`config.mk`:
```
export PLATFORM = sky130hd
export DESIGN_NAME = cmlh_host
export DESIGN_NICKNAME = d
export VERILOG_FILES = /design/src/rtl/cmlh_pkg.sv /design/src/rtl/cmlh_fifo.sv /design/src/rtl/cmlh_host.sv
export SDC_FILE = /design/constraint.sdc
export NUM_CORES = 1
export LEC_CHECK = 0
export BUFFER_PORTS_ARGS = -buffer_cell sky130_fd_sc_hd__buf_2
export CAP_MARGIN = 30
export CORE_MARGIN = 2
export CORE_UTILIZATION = 50
export CTS_BUF_LIST = sky130_fd_sc_hd__clkbuf_4
export CTS_CLUSTER_SIZE = 20
export DETAILED_ROUTE_END_ITERATION = 8
export PLACE_DENSITY = 0.78
export REMOVE_ABC_BUFFERS = 1
export SYNTH_ARGS = -nofsm -noshare
export SYNTH_HDL_FRONTEND = slang
export SYNTH_SLANG_ARGS = --single-unit
export TNS_END_PERCENT = 50
```
`constraint.sdc`:
```
create_clock -name clk_in -period 8.5 [get_ports clk_in]
set_input_delay 1.275 -clock clk_in [delete_from_list [all_inputs] [get_ports clk_in]]
set_output_delay 1.275 -clock clk_in [all_outputs]
set_load 0.03 [all_outputs]
```
`src/rtl/cmlh_pkg.sv`:
```
package cmlh_pkg;
	// ****************************************
	// Word and sequencing constants
	// ****************************************
	localparam int WORD_W = 16;
	localparam logic [3:0] BIT_CNT_RST = 4'h0;
	localparam logic [3:0] LAST_BIT = 4'hf;
	localparam logic [3:0] TX_EVENT_BIT = 4'h0; // Count as second bit leaves
	localparam logic [1:0] RX_COUNT_RELOAD = 2'h2;
	localparam int CTRL_WORDS = 7;
	localparam logic [2:0] CTRL_IDX_LAST = 3'h6;
	localparam logic [2:0] CTRL_IDX_RST = 3'h1;
	localparam logic [15:0] WORD_RST = 16'h0000;
	localparam int FIFO_DEPTH = 8;
	// Control words sent one per sample interval
	localparam logic [15:0] CTRL_SEQ [CTRL_WORDS] = '{
		16'h807c, 16'h8a00, 16'h9000, 16'h9809,
		16'ha000, 16'ha800, 16'h3000};

	// ****************************************
	// Carriers
	// ****************************************
	typedef struct packed
	{
		logic [WORD_W-1:0] ctrl;
		logic [WORD_W-1:0] dac;
	} cmlh_txbuf_t;

	typedef struct packed
	{
		logic [WORD_W-1:0] status;
		logic [WORD_W-1:0] adc;
	} cmlh_rxbuf_t;
endpackage // cmlh_pkg

```
`src/rtl/cmlh_fifo.sv`:
```
module cmlh_fifo #(
	parameter int WIDTH = 16,
	parameter int DEPTH = 8
) (
	input wire logic clk_in,
	input wire logic rst_in,
	input wire logic [WIDTH-1:0] wr_data_in,
	input wire logic wr_valid_in,
	output logic wr_ready_out,
	output logic [WIDTH-1:0] rd_data_out,
	output logic rd_valid_out,
	input wire logic rd_ready_in
);
	localparam int AW = $clog2(DEPTH);
	logic [WIDTH-1:0] mem [DEPTH];
	logic [AW-1:0] wp_r;
	logic [AW-1:0] rp_r;
	logic [AW:0] cnt_r;
	logic push;
	logic pop;

	// ****************************************
	// Handshake
	// ****************************************
	assign wr_ready_out = (cnt_r != (AW+1)'(DEPTH));
	assign rd_valid_out = (cnt_r != '0);
	assign push = wr_valid_in && wr_ready_out;
	assign pop = rd_valid_out && rd_ready_in;
	assign rd_data_out = mem[rp_r];

	// Storage
	always_ff @(posedge clk_in)
	begin
		if (push)
			mem[wp_r] <= wr_data_in;
	end

	// Pointers and fill count
	always_ff @(posedge clk_in or posedge rst_in)
	begin
		if (rst_in)
		begin
			wp_r <= '0;
			rp_r <= '0;
			cnt_r <= '0;
		end
		else
		begin
			if (push)
				wp_r <= wp_r + 1'b1;
			if (pop)
				rp_r <= rp_r + 1'b1;
			if (push && !pop)
				cnt_r <= cnt_r + 1'b1;
			else if (pop && !push)
				cnt_r <= cnt_r - 1'b1;
		end
	end
endmodule // cmlh_fifo

```
`src/rtl/cmlh_host.sv`:
```
// What this block does
// - Frame syncs and serial clock are inputs.
// - Every word is sixteen bits wide.
// - Two frames per interval: control, then data.
// - Role strap sampled after reset release.
// - Half clock select latched to half_clock_out after reset release.
module cmlh_host (
	input wire logic clk_in,
	input wire logic rst_in,
	input wire logic host_serial_clock_in,
	input wire logic host_transmit_sync_in,
	input wire logic host_receive_sync_in,
	input wire logic serial_data_in,
	input wire logic role_select_strap_in,
	input wire logic half_clock_select_in,
	output logic serial_data_out,
	output logic role_master_out,
	output logic half_clock_out,
	output logic [15:0] status_word_out,
	output logic status_valid_out,
	output logic [15:0] dac_word_out
);
	logic [2:0] sck_s_r, tfs_s_r, rfs_s_r, din_s_r;
	logic sck_q_r, tfs_q_r, rfs_q_r, din_q_r;
	logic sck_rise, sck_fall, tfs_now;
	logic [15:0] transmit_holding_reg, tx_shift_r;
	logic [3:0] tx_bit_r, rx_bit_r;
	logic tx_busy_r, tx_load_pend_r, tx_event, tx_slot_r;
	logic [15:0] rx_shift_r, receive_holding_reg;
	logic rx_busy_r, rx_event_r, is_adc;
	logic [1:0] rx_count_r;
	logic [2:0] ctrl_idx_r;
	cmlh_pkg::cmlh_txbuf_t txbuf_r;
	logic strap_done_r, status_valid_r, f_rd_valid;
	logic [15:0] f_rd_data;

	// Agree check for three-stage synchroniser
	function automatic logic agree(input logic [2:0] s, input logic q);
		agree = (s[2] == s[1]) ? s[1] : q;
	endfunction

	// ****************************************
	// Pin synchronisers
	// ****************************************
	// All link input pins (clock, syncs, data in) are filtered before use
	always_ff @(posedge clk_in or posedge rst_in)
	begin
		if (rst_in)
		begin
			sck_s_r <= 3'h0;
			tfs_s_r <= 3'h0;
			rfs_s_r <= 3'h0;
			din_s_r <= 3'h0;
			sck_q_r <= 1'b0;
			tfs_q_r <= 1'b0;
			rfs_q_r <= 1'b0;
			din_q_r <= 1'b0;
		end
		else
		begin
			sck_s_r <= {sck_s_r[1:0], host_serial_clock_in};
			tfs_s_r <= {tfs_s_r[1:0], host_transmit_sync_in};
			rfs_s_r <= {rfs_s_r[1:0], host_receive_sync_in};
			din_s_r <= {din_s_r[1:0], serial_data_in};
			sck_q_r <= agree(sck_s_r, sck_q_r);
			tfs_q_r <= agree(tfs_s_r, tfs_q_r);
			rfs_q_r <= agree(rfs_s_r, rfs_q_r);
			din_q_r <= agree(din_s_r, din_q_r);
		end
	end

	// Edges of the filtered serial clock
	assign sck_rise = agree(sck_s_r, sck_q_r) && !sck_q_r;
	assign sck_fall = !agree(sck_s_r, sck_q_r) && sck_q_r;
	assign tfs_now = agree(tfs_s_r, tfs_q_r); // Sync in step with edges

	// Role and clock reference caught once after release
	always_ff @(posedge clk_in or posedge rst_in)
	begin
		if (rst_in)
		begin
			strap_done_r <= 1'b0;
			role_master_out <= 1'b0;
			half_clock_out <= 1'b0;
		end
		else if (!strap_done_r)
		begin
			strap_done_r <= 1'b1;
			role_master_out <= role_select_strap_in;
			half_clock_out <= half_clock_select_in;
		end
	end

	// ****************************************
	// Transmit path
	// ****************************************
	// Event while second bit goes out
	assign tx_event = sck_rise && tx_busy_r &&
		(tx_bit_r == cmlh_pkg::TX_EVENT_BIT);

	// Shifter, driven on rising clock, one bit per clock
	always_ff @(posedge clk_in or posedge rst_in)
	begin
		if (rst_in)
		begin
			tx_shift_r <= cmlh_pkg::WORD_RST;
			tx_bit_r <= cmlh_pkg::BIT_CNT_RST;
			tx_busy_r <= 1'b0;
			serial_data_out <= 1'b0; // Low through reset
		end
		else if (sck_rise)
		begin
			if (tx_busy_r && tx_bit_r != cmlh_pkg::LAST_BIT)
			begin
				serial_data_out <= tx_shift_r[15];
				tx_shift_r <= {tx_shift_r[14:0], 1'b0};
				tx_bit_r <= tx_bit_r + 4'h1;
			end
			else if (tfs_now) // Prior word finished first
			begin
				serial_data_out <= transmit_holding_reg[15];
				tx_shift_r <= {transmit_holding_reg[14:0], 1'b0};
				tx_bit_r <= cmlh_pkg::BIT_CNT_RST;
				tx_busy_r <= 1'b1;
			end
			else
			begin
				tx_busy_r <= 1'b0;
				serial_data_out <= 1'b0;
			end
		end
	end

	// Holding register refilled from alternating slot
	always_ff @(posedge clk_in or posedge rst_in)
	begin
		if (rst_in)
		begin
			transmit_holding_reg <= cmlh_pkg::CTRL_SEQ[0];
			tx_slot_r <= 1'b1;
			tx_load_pend_r <= 1'b0;
		end
		else if (tx_event)
		begin
			transmit_holding_reg <= tx_slot_r ? txbuf_r.dac : txbuf_r.ctrl;
			tx_slot_r <= !tx_slot_r;
			tx_load_pend_r <= 1'b1;
		end
		else
			tx_load_pend_r <= 1'b0;
	end

	// ****************************************
	// Receive path
	// ****************************************
	// Sample on falling clock, frame opens on sync
	always_ff @(posedge clk_in or posedge rst_in)
	begin
		if (rst_in)
		begin
			rx_shift_r <= cmlh_pkg::WORD_RST;
			rx_bit_r <= cmlh_pkg::BIT_CNT_RST;
			rx_busy_r <= 1'b0;
			receive_holding_reg <= cmlh_pkg::WORD_RST;
			rx_event_r <= 1'b0;
		end
		else
		begin
			rx_event_r <= 1'b0;
			if (sck_fall && (rx_busy_r || rfs_q_r))
			begin
				rx_shift_r <= {rx_shift_r[14:0], din_q_r};
				rx_bit_r <= rx_busy_r ? rx_bit_r + 4'h1 : 4'h1;
				rx_busy_r <= 1'b1;
				if (rx_busy_r && rx_bit_r == cmlh_pkg::LAST_BIT)
				begin
					// Event only once whole word held
					receive_holding_reg <= {rx_shift_r[14:0], din_q_r};
					rx_event_r <= 1'b1;
					rx_busy_r <= 1'b0;
				end
			end
		end
	end

	// ****************************************
	// Interval sequencer
	// ****************************************
	assign is_adc = (rx_count_r == 2'h1);
	// Count receives; second one loops back
	always_ff @(posedge clk_in or posedge rst_in)
	begin
		if (rst_in)
		begin
			rx_count_r <= cmlh_pkg::RX_COUNT_RELOAD;
			ctrl_idx_r <= cmlh_pkg::CTRL_IDX_RST;
			txbuf_r <= '{ctrl: cmlh_pkg::CTRL_SEQ[0], dac: cmlh_pkg::WORD_RST};
		end
		else if (rx_event_r)
		begin
			if (!is_adc)
				rx_count_r <= rx_count_r - 2'h1;
			else
			begin
				rx_count_r <= cmlh_pkg::RX_COUNT_RELOAD;
				txbuf_r.dac <= receive_holding_reg;
				txbuf_r.ctrl <= cmlh_pkg::CTRL_SEQ[ctrl_idx_r];
				if (ctrl_idx_r != cmlh_pkg::CTRL_IDX_LAST)
					ctrl_idx_r <= ctrl_idx_r + 3'h1;
			end
		end
	end
	// Status words queued for the user side
	cmlh_fifo #(
		.WIDTH(cmlh_pkg::WORD_W),
		.DEPTH(cmlh_pkg::FIFO_DEPTH)
	) u_status_fifo (
		.clk_in(clk_in),
		.rst_in(rst_in),
		.wr_data_in(receive_holding_reg),
		.wr_valid_in(rx_event_r && !is_adc),
		.wr_ready_out(),
		.rd_data_out(f_rd_data),
		.rd_valid_out(f_rd_valid),
		.rd_ready_in(1'b1)
	);
	// Drained every cycle into the output register, so it never fills
	always_ff @(posedge clk_in or posedge rst_in)
	begin
		if (rst_in)
		begin
			status_word_out <= cmlh_pkg::WORD_RST;
			status_valid_r <= 1'b0;
		end
		else
		begin
			status_valid_r <= f_rd_valid;
			if (f_rd_valid)
				status_word_out <= f_rd_data;
		end
	end
	assign status_valid_out = status_valid_r;
	assign dac_word_out = txbuf_r.dac;
	// ****************************************
	// Assertions
	// ****************************************
	property p_tx_event;
		@(posedge clk_in) disable iff (rst_in)
		tx_event |=> tx_load_pend_r && (tx_bit_r == 4'h1);
	endproperty
	a_tx_event: assert property (p_tx_event)
		else $error("transmit event not on second bit");
	property p_rx_loop;
		@(posedge clk_in) disable iff (rst_in)
		(rx_event_r && is_adc) |=>
			(txbuf_r.dac == $past(receive_holding_reg)) &&
			(rx_count_r == 2'h2);
	endproperty
	a_rx_loop: assert property (p_rx_loop)
		else $error("loopback or counter reload failed");
	property p_rx_count;
		@(posedge clk_in) disable iff (rst_in)
		(rx_event_r && !is_adc) |=> rx_count_r == 2'h1;
	endproperty
	a_rx_count: assert property (p_rx_count)
		else $error("receive counter did not decrement");
	property p_rx_event;
		@(posedge clk_in) disable iff (rst_in)
		rx_event_r |-> $past(rx_bit_r) == 4'hf;
	endproperty
	a_rx_event: assert property (p_rx_event)
		else $error("receive event before full word");
	property p_din_reset;
		@(posedge clk_in) rst_in |-> !serial_data_out;
	endproperty
	a_din_reset: assert property (p_din_reset)
		else $error("serial data not low in reset");
	property p_tx_steady;
		@(posedge clk_in) disable iff (rst_in)
		!sck_rise |=> $stable(serial_data_out);
	endproperty
	a_tx_steady: assert property (p_tx_steady)
		else $error("data moved without clock edge");
endmodule // cmlh_host

```
After elaboration in Yosys (flattened, before gate mapping)
Memories as Yosys holds them, arrays and structs flattened. A register that Yosys moved wholly into a read port is not among the register bits.
Cells that the tools add are included.
Storage, ports and cells
  bits in registers: 127
  bits in latches: 0
  bits in writable memories: 128
  bits in read-only memories: 128
  output and inout bits: 36
  logic and storage cells: 96
  memories: 2
Operators by class
  $add $sub $neg: 8
  $mul: 0
  divide/modulo/power cells: 0
  $lt $le $gt $ge: 0
  eq/ne operators: 9
  shifts and indexed selects: 0
  mux-type cells: 19
  bitwise operators: 2
  reductions and logical operators: 27
Memories
  (no name shown): depth 8, width 16, rd ports 1, clocked after Yosys merged registers in 1, wr ports 0, RTL line cmlh_host.sv:207  | txbuf_r.ctrl <= cmlh_pkg::CTRL_SEQ[ctrl_idx_r];
  u_status_fifo.mem: depth 8, width 16, rd ports 1, clocked after Yosys merged registers in 1, wr ports 1, RTL line cmlh_fifo.sv:15  | logic [WIDTH-1:0] mem [DEPTH];
Operators by type and width (count)
  $mux W16: 3
  $mux W4: 5
  $add A4 B1 Y4 const B: 3
  $logic_and A1 B1 Y1: 11
  $mux W1: 10
  $add A3 B1 Y3 const B: 3
  $ne A4 B4 Y1 const B: 2
  $reduce_and A2 Y1: 4
  $logic_not A1 Y1: 6
  $eq A1 B1 Y1: 4
  $eq A4 B4 Y1 const B: 1
  $logic_not A4 Y1: 1
  $not A3 Y4: 1
  $reduce_bool A2 Y1: 2
  $reduce_bool A4 Y1: 1
  $sub A4 B1 Y4 const B: 1
  $ne A3 B3 Y1 const B: 1
  $reduce_and A3 Y1: 1
  $eq A2 B1 Y1 const B: 1
  $mux W2: 1
  $sub A2 B1 Y2 const B: 1
  $logic_or A1 B1 Y1: 1
  $not A1 Y1: 1

Depth between registers and ports, before layout
Gate-level depths: netlist (run 1).
  depth after elaboration: 8
  gate-level depth with buffers: 10
  gate-level depth less buffers: 9

Modules after synthesis
A second synthesis (run 1) with hierarchy kept.
Second synthesis, totals
  cells, all modules: 698
  area total of the unflattened synthesis: 11183.2 um2
Modules (own cells, without submodules)
  cmlh_host: times used 1, cells each 449, area each 5639.2 um2, seq. area each 3518.4 um2
  cmlh_fifo: times used 1, cells each 249, area each 5544.1 um2, seq. area each 4093.9 um2

Worst setup path after synthesis (run 1)
Ideal clock, no wire load.
  path kind: flip-flop to flip-flop
  start point: reg rx_count_r[1]
  end point: mem u_status_fifo.mem[1][0] (enable)
  library setup time: 0.409 ns
  data arrival time: 2.251 ns
  data required time: 8.091 ns
  setup slack: 5.840 ns
  cell stages (with the launch flop): 5
  path buffers: 0
  path through: dfstp_2 -> nor2b_1 -> a211oi_2 -> nand2_1 -> nor3_1
On the way
  cells in the longest elaborated chain, start to end: 6
Ends and longest elaborated chain
  start: declaration: RTL line cmlh_host.sv:31  | logic [1:0] rx_count_r;
  start signal: assignment: RTL line cmlh_host.sv:195  | rx_count_r <= cmlh_pkg::RX_COUNT_RELOAD;
  start signal: assignment: RTL line cmlh_host.sv:202  | rx_count_r <= rx_count_r - 2'h1;
  start signal: assignment: RTL line cmlh_host.sv:205  | rx_count_r <= cmlh_pkg::RX_COUNT_RELOAD;
  $eq A2 B1 Y1: RTL line cmlh_host.sv:189  | assign is_adc = (rx_count_r == 2'h1);
  $logic_not A1 Y1: RTL line cmlh_host.sv:221  | .wr_valid_in(rx_event_r && !is_adc),
  $logic_and A1 B1 Y1: RTL line cmlh_host.sv:221
  $logic_and A1 B1 Y1: RTL line cmlh_fifo.sv:27  | assign push = wr_valid_in && wr_ready_out;
  net u_status_fifo.push: RTL line cmlh_fifo.sv:19  | logic push;
  $mux W1: RTL line cmlh_fifo.sv:34  | if (push)
  $mux W1 (implied by the code): RTL line cmlh_fifo.sv:35  | mem[wp_r] <= wr_data_in;
  end: declaration: RTL line cmlh_fifo.sv:15
The timed path passes the listed nets, and every way through them passes these cells.

Worst setup path in the final report (run 1)
  start point: reg u_status_fifo.cnt_r[0]
  end point: reg u_status_fifo.cnt_r[3]
On the way
  cells in the longest elaborated chain, start to end: 5
Ends and longest elaborated chain
  start: declaration: RTL line cmlh_fifo.sv:18  | logic [AW:0] cnt_r;
  start signal: assignment: RTL line cmlh_fifo.sv:54  | cnt_r <= cnt_r + 1'b1;
  start signal: assignment: RTL line cmlh_fifo.sv:56  | cnt_r <= cnt_r - 1'b1;
  parallel branches: the longest is 5 deep, another holds $sub A4 B1 Y4
Several ways; the timed one is not identified. The select of a mux whose other input is x is not followed.
A chain may end at the register's enable or synchronous reset.

==> results of run 1 <==
worst min path at each step:
stage | from | endpoint | slack [ns] | cells after the start
2_1_floorplan | din_s_r[0] | din_s_r[1] | 0.33 | 0
3_3_place_gp | rfs_s_r[0] | rfs_s_r[1] | 0.33 | 0
3_5_place_dp | tfs_s_r[0] | tfs_s_r[1] | 0.34 | 0
4_1_cts | tfs_s_r[0] | tfs_s_r[1] | 0.35 | 0
5_1_grt | sck_s_r[0] | sck_s_r[1] | 0.35 | 0
6_report | tfs_s_r[0] | tfs_s_r[1] | 0.34 | 0
cells in the mapped netlist, types with 2 or more instances:
master / count
sky130_fd_sc_hd__dfrtp_1: 138
sky130_fd_sc_hd__edfxtp_1: 128
sky130_fd_sc_hd__mux2_2: 95
sky130_fd_sc_hd__nand2_1: 54
sky130_fd_sc_hd__mux2i_1: 41
sky130_fd_sc_hd__o21ai_0: 33
sky130_fd_sc_hd__buf_4: 20
sky130_fd_sc_hd__a22oi_1: 16
sky130_fd_sc_hd__inv_1: 16
sky130_fd_sc_hd__o221ai_1: 16
sky130_fd_sc_hd__o22ai_1: 15
sky130_fd_sc_hd__a2bb2oi_1: 14
sky130_fd_sc_hd__nor2_1: 14
sky130_fd_sc_hd__clkbuf_1: 13
sky130_fd_sc_hd__ha_1: 13
sky130_fd_sc_hd__dfstp_2: 12
sky130_fd_sc_hd__buf_2: 10
sky130_fd_sc_hd__a21oi_1: 8
sky130_fd_sc_hd__mux2_1: 8
sky130_fd_sc_hd__nor3_1: 7
sky130_fd_sc_hd__xnor2_1: 7
sky130_fd_sc_hd__nand2b_1: 5
sky130_fd_sc_hd__nand3_1: 5
sky130_fd_sc_hd__maj3_1: 4
sky130_fd_sc_hd__buf_6: 3
sky130_fd_sc_hd__nor2b_1: 3
sky130_fd_sc_hd__o2bb2ai_1: 3
sky130_fd_sc_hd__xor2_1: 3
sky130_fd_sc_hd__a21o_1: 2
sky130_fd_sc_hd__buf_1: 2
sky130_fd_sc_hd__o31ai_1: 2
power by group:
group,switching [uW],internal (uW),leakage (uW)
registers,117,1530,0.00293
logic,377,260,0.00162
clock network,507,639,0.000568
layout make-up:
cell class	instances	area share (%)
flip-flops and latches	278	61.0
multi-input cells	385	25.2
clock buffers	114	6.85
repair buffers	58	2.88
well taps	280	2.81
clock inverters	15	0.731
inverters	16	0.521
stage by stage:
step	cells	hold slack, ns
floorplan	679	0.331
CTS	1143	0.348
global route	1146	0.355
detailed placement	1014	0.336
finish	1146	0.341
global placement	1012	0.334
per-layer routing:
layer  wire length [um]  track usage (%)
met5                  0                0
met4                221             5.29
met3                917             4.71
met2               9730             28.1
met1               8560             22.1
cell families (layout without fill, tap and decap cells):
group	after synthesis	after routing
other	1	1
AND/OR/NAND/NOR	97	97
adder cells (fa/ha/maj)	17	17
XOR/XNOR	10	10
buffers and inverters	64	203
flip-flops	278	278
AO/OA/AOI/OAI	116	116
multiplexers	144	144
==> flow_results.org, run 1 <==
** Floorplan
- Chip Height :: around 150 um
- Die Footprint :: around 23,000 um2
- Floorplan core area :: ~22,000 um2
- Row count :: 54
- The initial utilization of the core area, before any placement, comes to roughly half.
- During I/O placement, the number of pins put on the boundary was 44.
- From left edge to right edge, the die measures between 150 and 200 um.

** Timing
- Worst slew margin relative to its limit :: 32.4%
- Derived from the worst setup path, the maximum achievable clock frequency is 364 MHz.
- The hold violation count in the final report came to 0.
- The smallest clock period supported by the final layout is computed as roughly 2.7 ns.
- Setup violations remaining at the end of the flow were counted as 0.
- The number of pins with negative max-slew slack in the final report came to 0.
- After layout, the worst path uses approximately 32% of the clock period.
- Setup repair after global routing left no endpoint under its margin.
- The worst path meets setup with 5.75 ns of slack.
- Adding up every negative setup slack in the final design gives 0 ns.
- Clk_skew :: ~0.034 ns
- Transition time of the tightest slew-check pin :: between 1 and 1.5 ns

** Global routing
- Grt total ovfl :: 0
- The number of antenna violations at the first check in global routing is 0.
- First-pass GRT wire length :: roughly 32 mm
- The via count of the first global-routing pass is roughly 6,300.
- In the global route stage, overall resource usage came out at between 10% and 20%.
- Entering global routing, the biggest net connects between 100 and 150 pins.

** Job
- Max Cap Violations :: 0

** Clock tree
- TritonCTS built the clock tree.
- Count of hold buffers inserted by post-cts repair :: 0
- The H-tree was split into 3 levels.
- Once the clock tree was built, the setup fixing pass inserted 0 buffers.
- The number of gates resized after CTS was 0.
- For the worst-skew pair, the clock arrives at the later sink with an insertion delay of approximately 0.66 ns.
- Total clock buffers created by CTS :: roughly 70
- The tree is rooted in a sky130_fd_sc_hd__clkbuf_4.
- Counting every sink on the clock net gives about 280.
- Clock-pin slew was measured on the worst setup and hold paths at ~0.060 ns.
- The longest clock path from root to sink contains 3 buffers.

** Setup path
- R2R depth :: 8
- In this run the worst setup path begins at u_status_fifo.cnt_r[0].
- The cell family contributing the most delay on the critical path is compound AO/OA/AOI/OAI gates.
- Number of gates on the worst path with buffers counted :: 8
- The worst setup path is captured at a flip-flop.
- On the critical path, the stage with the largest delay is an instance of sky130_fd_sc_hd__dfrtp_1.
- CP Launch Type :: flip-flop
- Counting stages on the worst path, the most repeated cell is sky130_fd_sc_hd__ha_1.
- Count of buffer and inverter cells on the critical path :: 2
- The worst register-to-register path begins at u_status_fifo.cnt_r[0].
- In this run the worst setup path terminates at u_status_fifo.cnt_r[3].
- Arrival time at the worst endpoint :: 3.25 ns
- Largest stage delay on the critical path :: 0.47 ns
- Of all nets on the critical path, the largest fanout is 36.
- Data required time at the worst endpoint :: about 9.0 ns
- The worst register-to-register path ends at u_status_fifo.cnt_r[3].
- Cells traversed along the worst timing path :: nor4_4, buf_4, ha_1, inv_1, ha_1, a21o_1, a2111oi_0, o31ai_1
- The worst setup path is of the reg -> reg kind.
- In this run the register-to-register setup slack is ~5.8 ns.

** Detailed routing
- Routed Antenna Nets :: 0
- The pre-antenna-repair detailed-routing pass consisted of 4 iterations.
- The final layout contains routed wiring with a total length of about 20 mm.
- After detailed routing, the number of vias per cell comes to between 5 and 6.
- Average wire per standard cell :: 17.0 um
- After the first detailed-routing iteration, the DRC count stood at 375.
- The final route contains approximately 6,000 vias.
- In the routed design, unresolved DRC markers number 0.

** Layout
- Total Nets Final :: approximately 830
- Register area :: about 7600 um2
- Fraction of layout instances using a drive strength above 1 :: 34.5%
- Most frequent cells in the layout :: sky130_fd_sc_hd__dfrtp_1, sky130_fd_sc_hd__edfxtp_1, sky130_fd_sc_hd__clkbuf_4
- From synthesis to final layout, the design area changed by 12.5%.
- Summing all multi-input logic gate instances after layout gives 3150 um2.
- Once layout is done, the placed cells without fillers occupy 12,500 um2.
- Register ranked first by flip-flop count :: u_status_fifo.mem
- Once layout is complete, the utilization of the core stands at around 57%.
- Number of antenna cells inserted :: 0
- The register with the most flip-flops in the layout has 128 of them.
- # fillers :: between 1,500 and 2,000
- Commonest non-fill, non-tap cell in the layout :: sky130_fd_sc_hd__dfrtp_1

** Synthesis
- Post-synthesis simple-gate area fraction :: roughly 4.3%
- Post-Synth XOR/XNOR Area :: less than 1%
- Counting flops with an async set or reset pin after synthesis yields a share of between 50% and 60%.
- In this run, synthesis inferred approximately 130 flip-flops with an integrated enable.
- Among all flip-flop cells after synthesis, the most frequent one is sky130_fd_sc_hd__dfrtp_1.
- Multiplexer share of the synthesized area :: 14.1%
- Netlist cell types :: 48
- Area share of fa/ha/maj cells after synthesis :: around 1.8%
- Number of flip-flops and latches in the synthesized netlist :: about 280
- Cells after Synth :: slightly above 700
- By area the synthesized netlist is led by sky130_fd_sc_hd__edfxtp_1, sky130_fd_sc_hd__dfrtp_1, sky130_fd_sc_hd__mux2_2.
- Of the post-synthesis cell area, the dominant cell type holds about a third.
- Averaged over all synthesized cells, the footprint is 15.3 um2.
- Mapped Area :: approximately 11,000 um2
- Summing the areas of all compound-gate instances in the mapped netlist gives slightly above 7% of the synthesized area.
- Post-synth top area cell :: sky130_fd_sc_hd__edfxtp_1
- By area, the combinational part of the netlist is dominated by multiplexers.
- Yosys warning total :: 0
- For this run, the register share of the synthesized area comes to a little under 70%.

** Placed design
- The congestion estimate from routability-driven global placement came to between 0.7 and 0.8.
- Input and output buffers added on the ports amount to 43.
- Detailed placement finished with a half-perimeter wire length of 12.3 mm.
- Placement-stage worst setup slack :: 5.73 ns
- Once placement finished, the instance area stood at between 10,000 and 15,000 um2.

** Worst hold path
- The path class of the tightest hold or removal check is reg -> reg.

** Power
- The design draws approximately 3400 uW.
- The analysis attributes to cell leakage a power of between 0.005 and 0.006 uW.
- IR analysis of the VDD net gives a maximum drop of approximately 150 uV.
- Power spread over the standard cell area amounts to around 270 nW/um2.

** Status
- Run status :: complete, no violations
(Power assumes the default switching activity.)
==> run 2, diff against run 1 <==
clock period = 2.7 ns   (was 8.5 ns; I/O delays follow)
==> run 2 against run 1 <==
Net effect: critical path depth stayed put; total power grew to 3.2 times the previous value; worst hold slack better by 0.00094 ns; highest routed layer unchanged; count of clock-buffer cells in the layout stayed put; sequential share of layout area is 0.32 points lower; largest power group unchanged; register-to-register slack worse by 5.5 ns; critical endpoint unchanged; global-route usage is 0.81 points higher; clock power grew to 3.0 times the previous value; maximum frequency is 12% higher; wire length is 2.5% higher.
==> flow_results.org, run 2 (synthesized netlist as in run 1, its figures left out) <==
** Layout
- Most frequent cells in the layout :: sky130_fd_sc_hd__dfrtp_1, sky130_fd_sc_hd__edfxtp_1, sky130_fd_sc_hd__clkbuf_4 (unchanged)
- Synthesis-to-layout area growth :: 13.1% (was 12.5%)
- The cell area after layout was 12,600 um2 (was 12,500 um2).
- The final cell count without fillers is 1,158 (was 1,146).
- Number of flip-flops under the largest register name :: 128 (unchanged)
- The number of nets in the layout was 843 (was 831).
- Fraction of layout instances using a drive strength above 1 :: 34.4% (was 34.5%)
- Register ranked first by flip-flop count :: u_status_fifo.mem (unchanged)
- The most common cell after layout, fill and taps aside is sky130_fd_sc_hd__dfrtp_1 (unchanged).

** Setup path
- Cell occurring most often along the worst timing path :: sky130_fd_sc_hd__ha_1 (unchanged)
- Cells traversed along the worst timing path :: nor2b_1, a211oi_2, ha_1, inv_1, ha_1, a21o_1, a2111oi_0, o31ai_1 (was nor4_4, buf_4, ha_1, inv_1, ha_1, a21o_1, a2111oi_0, o31ai_1)
- Largest stage delay on the critical path :: 0.54 ns (was 0.47 ns)
- The cell class contributing the biggest share of worst-path delay is compound AO/OA/AOI/OAI gates (unchanged).
- The launching element type of the critical path is a flip-flop (unchanged).
- Data required time at the worst endpoint :: 3.20 ns (was 9.00 ns)
- Count of buffer and inverter cells on the critical path :: 1 (was 2)
- Arrival time at the worst endpoint :: 2.95 ns (was 3.25 ns)
- The endpoint type of the worst setup path was a flip-flop (unchanged).
- The type of the worst setup path was reg -> reg (unchanged).
- The worst-path maximum fanout is 4 (was 36).
- The slowest cell on the critical path was sky130_fd_sc_hd__dfstp_2 (was sky130_fd_sc_hd__dfrtp_1).

** Global routing
- The total congestion overflow was 0 (unchanged).
- Global Route met3 Usage :: 4.34% (was 4.71%)
- Number of global-route vias before repair :: 6,582 (was 6,323)
- Met1 layer usage reported by global route :: 23.5% (was 22.1%)
- Layer with the highest usage after global routing :: met2 (unchanged)
- Antenna violations before repair :: 1 (was 0)
- First-pass GRT wire length :: 33.5 mm (was 32.0 mm)
- Tot GR Track Use :: 17.8% (was 17.0%)
- Largest net degree at the start of global routing :: 67 (was 107)
- The global-route track usage on met2 is 29.2% (was 28.1%).

** Clock tree
- The clock tree from TritonCTS is done (unchanged).
- The H-tree depth reported by CTS came to 3 (unchanged).
- Clk sinks :: 278 (unchanged)
- Number of buffers on the longest clock path :: 3 (unchanged)
- Root buf cell :: sky130_fd_sc_hd__clkbuf_4 (unchanged)
- The clock-pin slew reported for the worst setup and hold paths after clock tree synthesis came to 0.06 ns (about the same).
- The total clock buffers created by CTS was 71 (unchanged).
- Source-to-sink clock delay at the later pin of the worst-skew pair :: 0.66 ns (about the same)
- Number of setup buffers added after CTS :: 0 (unchanged)

** Detailed routing
- The total length of routed wires is 19.9 mm (was 19.4 mm).
- Total via count in the routed design :: 6,201 (was 6,091)
- The residual DRC count is 0 (unchanged).
- The antenna violation net count after detailed routing was 0 (unchanged).
- The count of routing violations after the opening detailed-route iteration was 351 (was 375).
- DR vias/cell :: 5.35 (was 5.32)
- Drt pass-1 iters :: 4 (unchanged)
- The routed wirelength normalized by instance count is 17.2 um (was 17.0 um).

** Power
- The total power is 10,900 uW (was 3430 uW).
- Worst supply voltage drop on vdd :: 672 uV (was 149 uV)
- The total power density per cell area was 868 nW/um2 (was 275 nW/um2).
- The reported leakage power came to 0.00525 uW (was 0.00512 uW).

** Floorplan
- Floorplan core area :: 21,800 um2 (unchanged)
- Die Footprint :: 23,400 um2 (unchanged)
- Die W :: 153 um (unchanged)
- Row count :: 54 (unchanged)
- The initial core utilization was 50.9% (unchanged).
- Chip Height :: 153 um (unchanged)
- Io pins :: 44 (unchanged)

** Placed design
- Area post-placement :: 11,600 um2 (was 11,500 um2)
- HPWL after DPL :: 11.9 mm (was 12.3 mm)
- The placement-stage worst setup slack came to 0.223 ns (was 5.73 ns).
- The quantity of I/O buffers inserted on ports came to 43 (unchanged).
- The final weighted congestion in routability-driven placement is 0.755 (was 0.795).
- The cell count after placement came to 1,022 (was 1,014).

** Timing
- The setup slack of the critical path after layout is 0.255 ns (was 5.75 ns).
- Worst slew margin relative to its limit :: 42.9% (was 32.4%)
- The slew at the pin closest to its max-slew limit was 0.856 ns (was 1.01 ns).
- The final count of negative-setup-slack endpoints is 0 (unchanged).
- The hold violation count in the final report was 0 (unchanged).
- Clock period minus worst slack :: 2.45 ns (was 2.75 ns)
- Post-route setup TNS :: 0 ns (unchanged)
- Final count of pins violating max slew :: 0 (unchanged)
- Clk_skew :: 0.0459 ns (was 0.0344 ns)
- The portion of the clock cycle consumed by the worst path in the final layout is 90.6% (was 32.3%).
- Unrepaired setup endpoints after global routing: false (unchanged).
- Max Clk Rate :: 409 MHz (was 364 MHz)

** Worst hold path
- The worst min-delay path category is reg -> reg (unchanged).

** Status
- Run status :: complete, no violations (unchanged)

** Job
- Max Cap Violations :: 0 (unchanged)
==> run 2: changes by cell type in the layout (fill, tap and decap cells not counted), moves of 2 or more <==
cell / change
sky130_fd_sc_hd__clkinv_1: +2
sky130_fd_sc_hd__dlygate4sd3_1: +7
sky130_fd_sc_hd__buf_12: +2
sky130_fd_sc_hd__buf_4: +6
sky130_fd_sc_hd__clkinvlp_4: -2
==> run 2: area by class of cell <==
cell class / instances / area (um2)
Fill cell: 1725 / 9270
Sequential cell: 278 / 7610
Multi-Input combinational cell: 385 / 3150
Clock buffer: 114 / 856
Timing Repair Buffer: 70 / 460
Tap cell: 280 / 350
Inverter: 16 / 65.1
Clock inverter: 14 / 53.8
Antenna cell: 1 / 2.50
==> run 2: worst reg2reg max path: cells and delay by family, from the launching register on <==
kind	cells	cell delay, ns
flip-flops	1	0.54
AND/OR/NAND/NOR	1	0.06
adder cells (fa/ha/maj)	2	0.57
AO/OA/AOI/OAI	4	1.02
buffers and inverters	1	0.11
==> run 2: timing repair <==
item / CTS / global route
gates resized for setup: 0 / 1
hold buffers: 7 / 0
endpoints found under the setup margin: 0 / 1
hold endpoints to repair: 64 / 0
==> run 2: final timing paths <==
kind                                from                  endpoint  slack [ns]  cells past startpoint
hold / removal                sck_s_r[0]                sck_s_r[1]        0.34                      0
setup reg to reg           rx_count_r[1]    u_status_fifo.cnt_r[3]        0.25                      8
setup / recovery           rx_count_r[1]    u_status_fifo.cnt_r[3]        0.25                      8
min in group asynchronous         rst_in          dac_word_out[13]        0.37                      3
hold reg to reg               sck_s_r[0]                sck_s_r[1]        0.34                      0
max in group asynchronous         rst_in  transmit_holding_reg[15]        1.53                      4
==> run 2: metal layers <==
layer	wire length (um)	part of all wire [%]
met1	8730	44
met2	9820	49
met3	998	5.0
met4	355	1.8
met5	0	0
==> run 2: power by group <==
group | switching [uW] | internal [uW]
clock | 1580 | 1910
combinational | 1290 | 922
sequential | 358 | 4840
total | 3230 | 7670
==> run 2: stage by stage <==
step                      hold slack, ns  util [%]
after floorplan                    0.331         -
after global placement             0.333      53.0
after detailed placement           0.338      53.0
after CTS                          0.335      57.5
after global routing               0.342      57.5
final                              0.342      57.5
==> run 3, diff against run 2 <==
CORE_UTILIZATION = 64   (was 50)
PLACE_DENSITY = 0.93   (was 0.78)
==> run 3 against run 2 <==
Net effect: sequential share of layout area up 0.54 points; clock skew down 0.012 ns; cell area down 0.88%; worst setup slack worse by 0.050 ns; combinational power about the same; register-to-register slack worse by 0.05 ns; first-iteration DRC count up 12%; die area down 21%; worst hold slack better by 0.0078 ns; wire length up 13%; non-clock buffer count unchanged; sequential cell count unchanged; critical endpoint unchanged.
==> flow_results.org, run 3 (synthesized netlist as in run 1, its figures left out) <==
** Status
- Run status :: complete, no violations (unchanged)

** Clock tree
- The clock root buffer is sky130_fd_sc_hd__clkbuf_4 (unchanged).
- Number of H-tree levels :: 3 (unchanged)
- The clock sink count was 278 (unchanged).
- The clock-pin slew reported for the worst setup and hold paths after clock tree synthesis was 0.06 ns (about the same).
- Total clock buffers created by CTS :: 70 (was 71)
- Number of setup buffers added after CTS :: 0 (unchanged)
- Clock tree from TritonCTS :: done (unchanged)
- Source-to-sink clock delay at the later pin of the worst-skew pair :: 0.64 ns (was 0.66 ns)
- The maximum count of clock buffers along a single path came to 3 (unchanged).

** Detailed routing
- DRT Wirelength :: 22.5 mm (was 19.9 mm)
- The residual DRC count is 0 (unchanged).
- The count of TritonRoute iterations in the first routing pass was 4 (unchanged).
- Routed Antenna Nets :: 0 (unchanged)
- Total via count in the routed design :: 6,596 (was 6,201)
- DR vias/cell :: 6.01 (was 5.35)
- Average wire per standard cell :: 20.5 um (was 17.2 um)
- The count of routing violations after the opening detailed-route iteration came to 392 (was 351).

** Timing
- Transition time of the tightest slew-check pin :: 0.891 ns (was 0.856 ns)
- Crit share post-route :: 92.4% (was 90.6%)
- Clock period minus worst slack :: 2.50 ns (was 2.45 ns)
- The number of pins with negative max-slew slack in the final report was 0 (unchanged).
- The maximum clock skew at final layout is 0.0339 ns (was 0.0459 ns).
- Unrepaired setup endpoints after global routing: false (unchanged).
- The maximum clock frequency is 401 MHz (was 409 MHz).
- Final setup viols :: 0 (unchanged)
- Worst slew margin relative to its limit :: 40.6% (was 42.9%)
- Hold Vio Cnt, Final :: 0 (unchanged)

** Power
- The total power density per cell area was 879 nW/um2 (was 868 nW/um2).
- Net load switching power :: 3370 uW (was 3230 uW)
- The clock power share came to 31.3% (was 32.0%).
- Portion of total power attributed to sequential cells :: 48.5% (was 47.7%)
- The internal cell power came to 7570 uW (was 7670 uW).
- Worst supply voltage drop on vdd :: 719 uV (was 672 uV)
- Fraction of power spent switching nets :: 30.8% (was 29.6%)
- Sum of internal, switching and leakage power :: 10,900 uW (about the same)
- The reported leakage power is 0.00522 uW (was 0.00525 uW).
- Logic gate share of total power :: 20.3% (about the same)

** Setup path
- Data required time at the worst endpoint :: 3.20 ns (about the same)
- The biggest cell delay along the critical path came to 0.54 ns (about the same).
- Cells traversed along the worst timing path: nor2b_1, a211oi_2, ha_2, inv_1, ha_1, a21o_1, a21oi_1, mux2i_1, o31ai_1 (was nor2b_1, a211oi_2, ha_1, inv_1, ha_1, a21o_1, a2111oi_0, o31ai_1).
- Maximum net fanout on the critical path :: 4 (unchanged)
- The beginning of the critical path was rx_count_r[1] (unchanged).
- The launching element type of the critical path is a flip-flop (unchanged).
- The type of the worst setup path is reg -> reg (unchanged).
- The cell class contributing the biggest share of worst-path delay is compound AO/OA/AOI/OAI gates (unchanged).
- The origin of the critical flop-to-flop path was rx_count_r[1] (unchanged).
- Cell with the largest stage delay on the worst path :: sky130_fd_sc_hd__dfstp_2 (unchanged)
- Arrival time at the worst endpoint :: 2.99 ns (was 2.95 ns)
- The endpoint type of the worst setup path is a flip-flop (unchanged).
- The buffer and inverter count on the worst path came to 1 (unchanged).

** Floorplan
- Chip Height :: 136 um (was 153 um)
- The number of placement rows was 48 (was 54).
- Initial Util :: 64.9% (was 50.9%)
- The full die area was 18,400 um2 (was 23,400 um2).
- The total core area is 17,100 um2 (was 21,800 um2).
- The number of top-level pins came to 44 (unchanged).
- Die W :: 136 um (was 153 um)

** Worst hold path
- The start point of the worst min-delay path is din_s_r[0] (was sck_s_r[0]).
- Worst hold-check path type :: reg -> reg (unchanged)

** Layout
- Most frequent cells in the layout: sky130_fd_sc_hd__dfrtp_1, sky130_fd_sc_hd__edfxtp_1, sky130_fd_sc_hd__clkbuf_4 (unchanged).
- The most common cell after layout, fill and taps aside was sky130_fd_sc_hd__dfrtp_1 (unchanged).
- The signed area change from the synthesized netlist to the final layout was 12.1% (was 13.1%).
- The number of nets in the layout is 842 (was 843).
- The share of post-route cells with drive strength above 1 is 33.2% (was 34.4%).
- The final standard cell utilization of the core came to 72.7% (was 57.5%).
- The flip-flop count of the largest register after layout was 128 (unchanged).
- The largest register by flop count is u_status_fifo.mem (unchanged).
- Number of antenna cells inserted :: 0 (was 1)

** Global routing
- Largest net degree at the start of global routing :: 56 (was 67)
- The wire length of the first global-routing pass was 36.6 mm (was 33.5 mm).
- Tot GR Track Use :: 26.2% (was 17.8%)
- Grt total ovfl :: 0 (unchanged)
- The via count of the first global-routing pass came to 7,049 (was 6,582).
- Antenna violations before repair :: 0 (was 1)

** Placed design
- The half-perimeter wire length of the detailed placement result came to 13.4 mm (was 11.9 mm).
- Count of buffers inserted at the top-level ports :: 43 (unchanged)
- Final RePlAce weighted congestion :: 0.811 (was 0.755)

** Job
- The reported max-cap violation count was 0 (unchanged).
run 3: cell count changes in the layout (fill, tap and decap cells not counted):
| cell | previous run | this run |
|---|---|---|
| sky130_fd_sc_hd__bufinv_16 | 0 | 1 |
| sky130_fd_sc_hd__clkbuf_4 | 114 | 100 |
| sky130_fd_sc_hd__clkinv_1 | 10 | 19 |
| sky130_fd_sc_hd__diode_2 | 1 | 0 |
| sky130_fd_sc_hd__ha_1 | 13 | 12 |
| sky130_fd_sc_hd__ha_2 | 0 | 1 |
run 3: cell type report:
cell class,instances,area (um2)
clock buffers,100,751
repair buffers,70,460
clock inverters,24,118
fillers,1056,4670
multi-input cells,385,3150
well taps,225,282
inverters,16,65.1
flip-flops and latches,278,7610
run 3: path summary, 6_finish.rpt:
check	slack, ns	cells past startpoint	endpoint
setup / recovery	0.20	9	u_status_fifo.cnt_r[3]
hold / removal	0.35	0	din_s_r[1]
setup reg to reg	0.20	9	u_status_fifo.cnt_r[3]
hold reg to reg	0.35	0	din_s_r[1]
max in group asynchronous	1.58	4	transmit_holding_reg[4]
min in group asynchronous	0.36	3	sck_s_r[0]
run 3: power groups by stage:
stage | clock, uW | sequential (uW) | combinational [uW]
after global routing | 3740 | 5350 | 2390
after floorplan | 0 | 5580 | 1300
final | 3420 | 5310 | 2220
after detailed placement | 0 | 5370 | 2170
after CTS | 3500 | 5290 | 2210
after global placement | 0 | 5310 | 2050
run 3: timing repair:
action | in CTS | in global routing
gates resized for setup | 0 | 2
hold endpoints to repair | 49 | 0
setup endpoints to repair | 0 | 1
hold buffers | 7 | 0
run 3: metal layers:
layer	GRT usage [%]	part of all wire, %	up-vias
met2	44.5	52	265
met3	6.29	5.8	44
met4	10.6	2.2	0
li1	-	-	2924
met1	32.5	40	3363
met5	0	0	-
run 3: metrics by stage:
stage | TNS, ns | std cells | hold WS (ns) | setup WS (ns) | instance area (um2)
2_1_floorplan | -246.22 | 679 | 0.331 | -1.72 | 10800
3_3_place_gp | 0 | 967 | 0.333 | 0.380 | 11500
3_5_place_dp | 0 | 967 | 0.340 | 0.248 | 11500
4_1_cts | 0 | 1098 | 0.332 | 0.200 | 12400
5_1_grt | 0 | 1098 | 0.340 | 0.0182 | 12400
6_report | 0 | 1098 | 0.350 | 0.205 | 12400
run 3: worst register-to-register path, cell delays in order (launching register included):
cell and delay [ns]:
sky130_fd_sc_hd__dfstp_2 0.54, sky130_fd_sc_hd__nor2b_1 0.07, sky130_fd_sc_hd__a211oi_2 0.24, sky130_fd_sc_hd__ha_2 0.26, sky130_fd_sc_hd__inv_1 0.11, sky130_fd_sc_hd__ha_1 0.32, sky130_fd_sc_hd__a21o_1 0.20, sky130_fd_sc_hd__a21oi_1 0.23
sky130_fd_sc_hd__mux2i_1 0.28, sky130_fd_sc_hd__o31ai_1 0.11
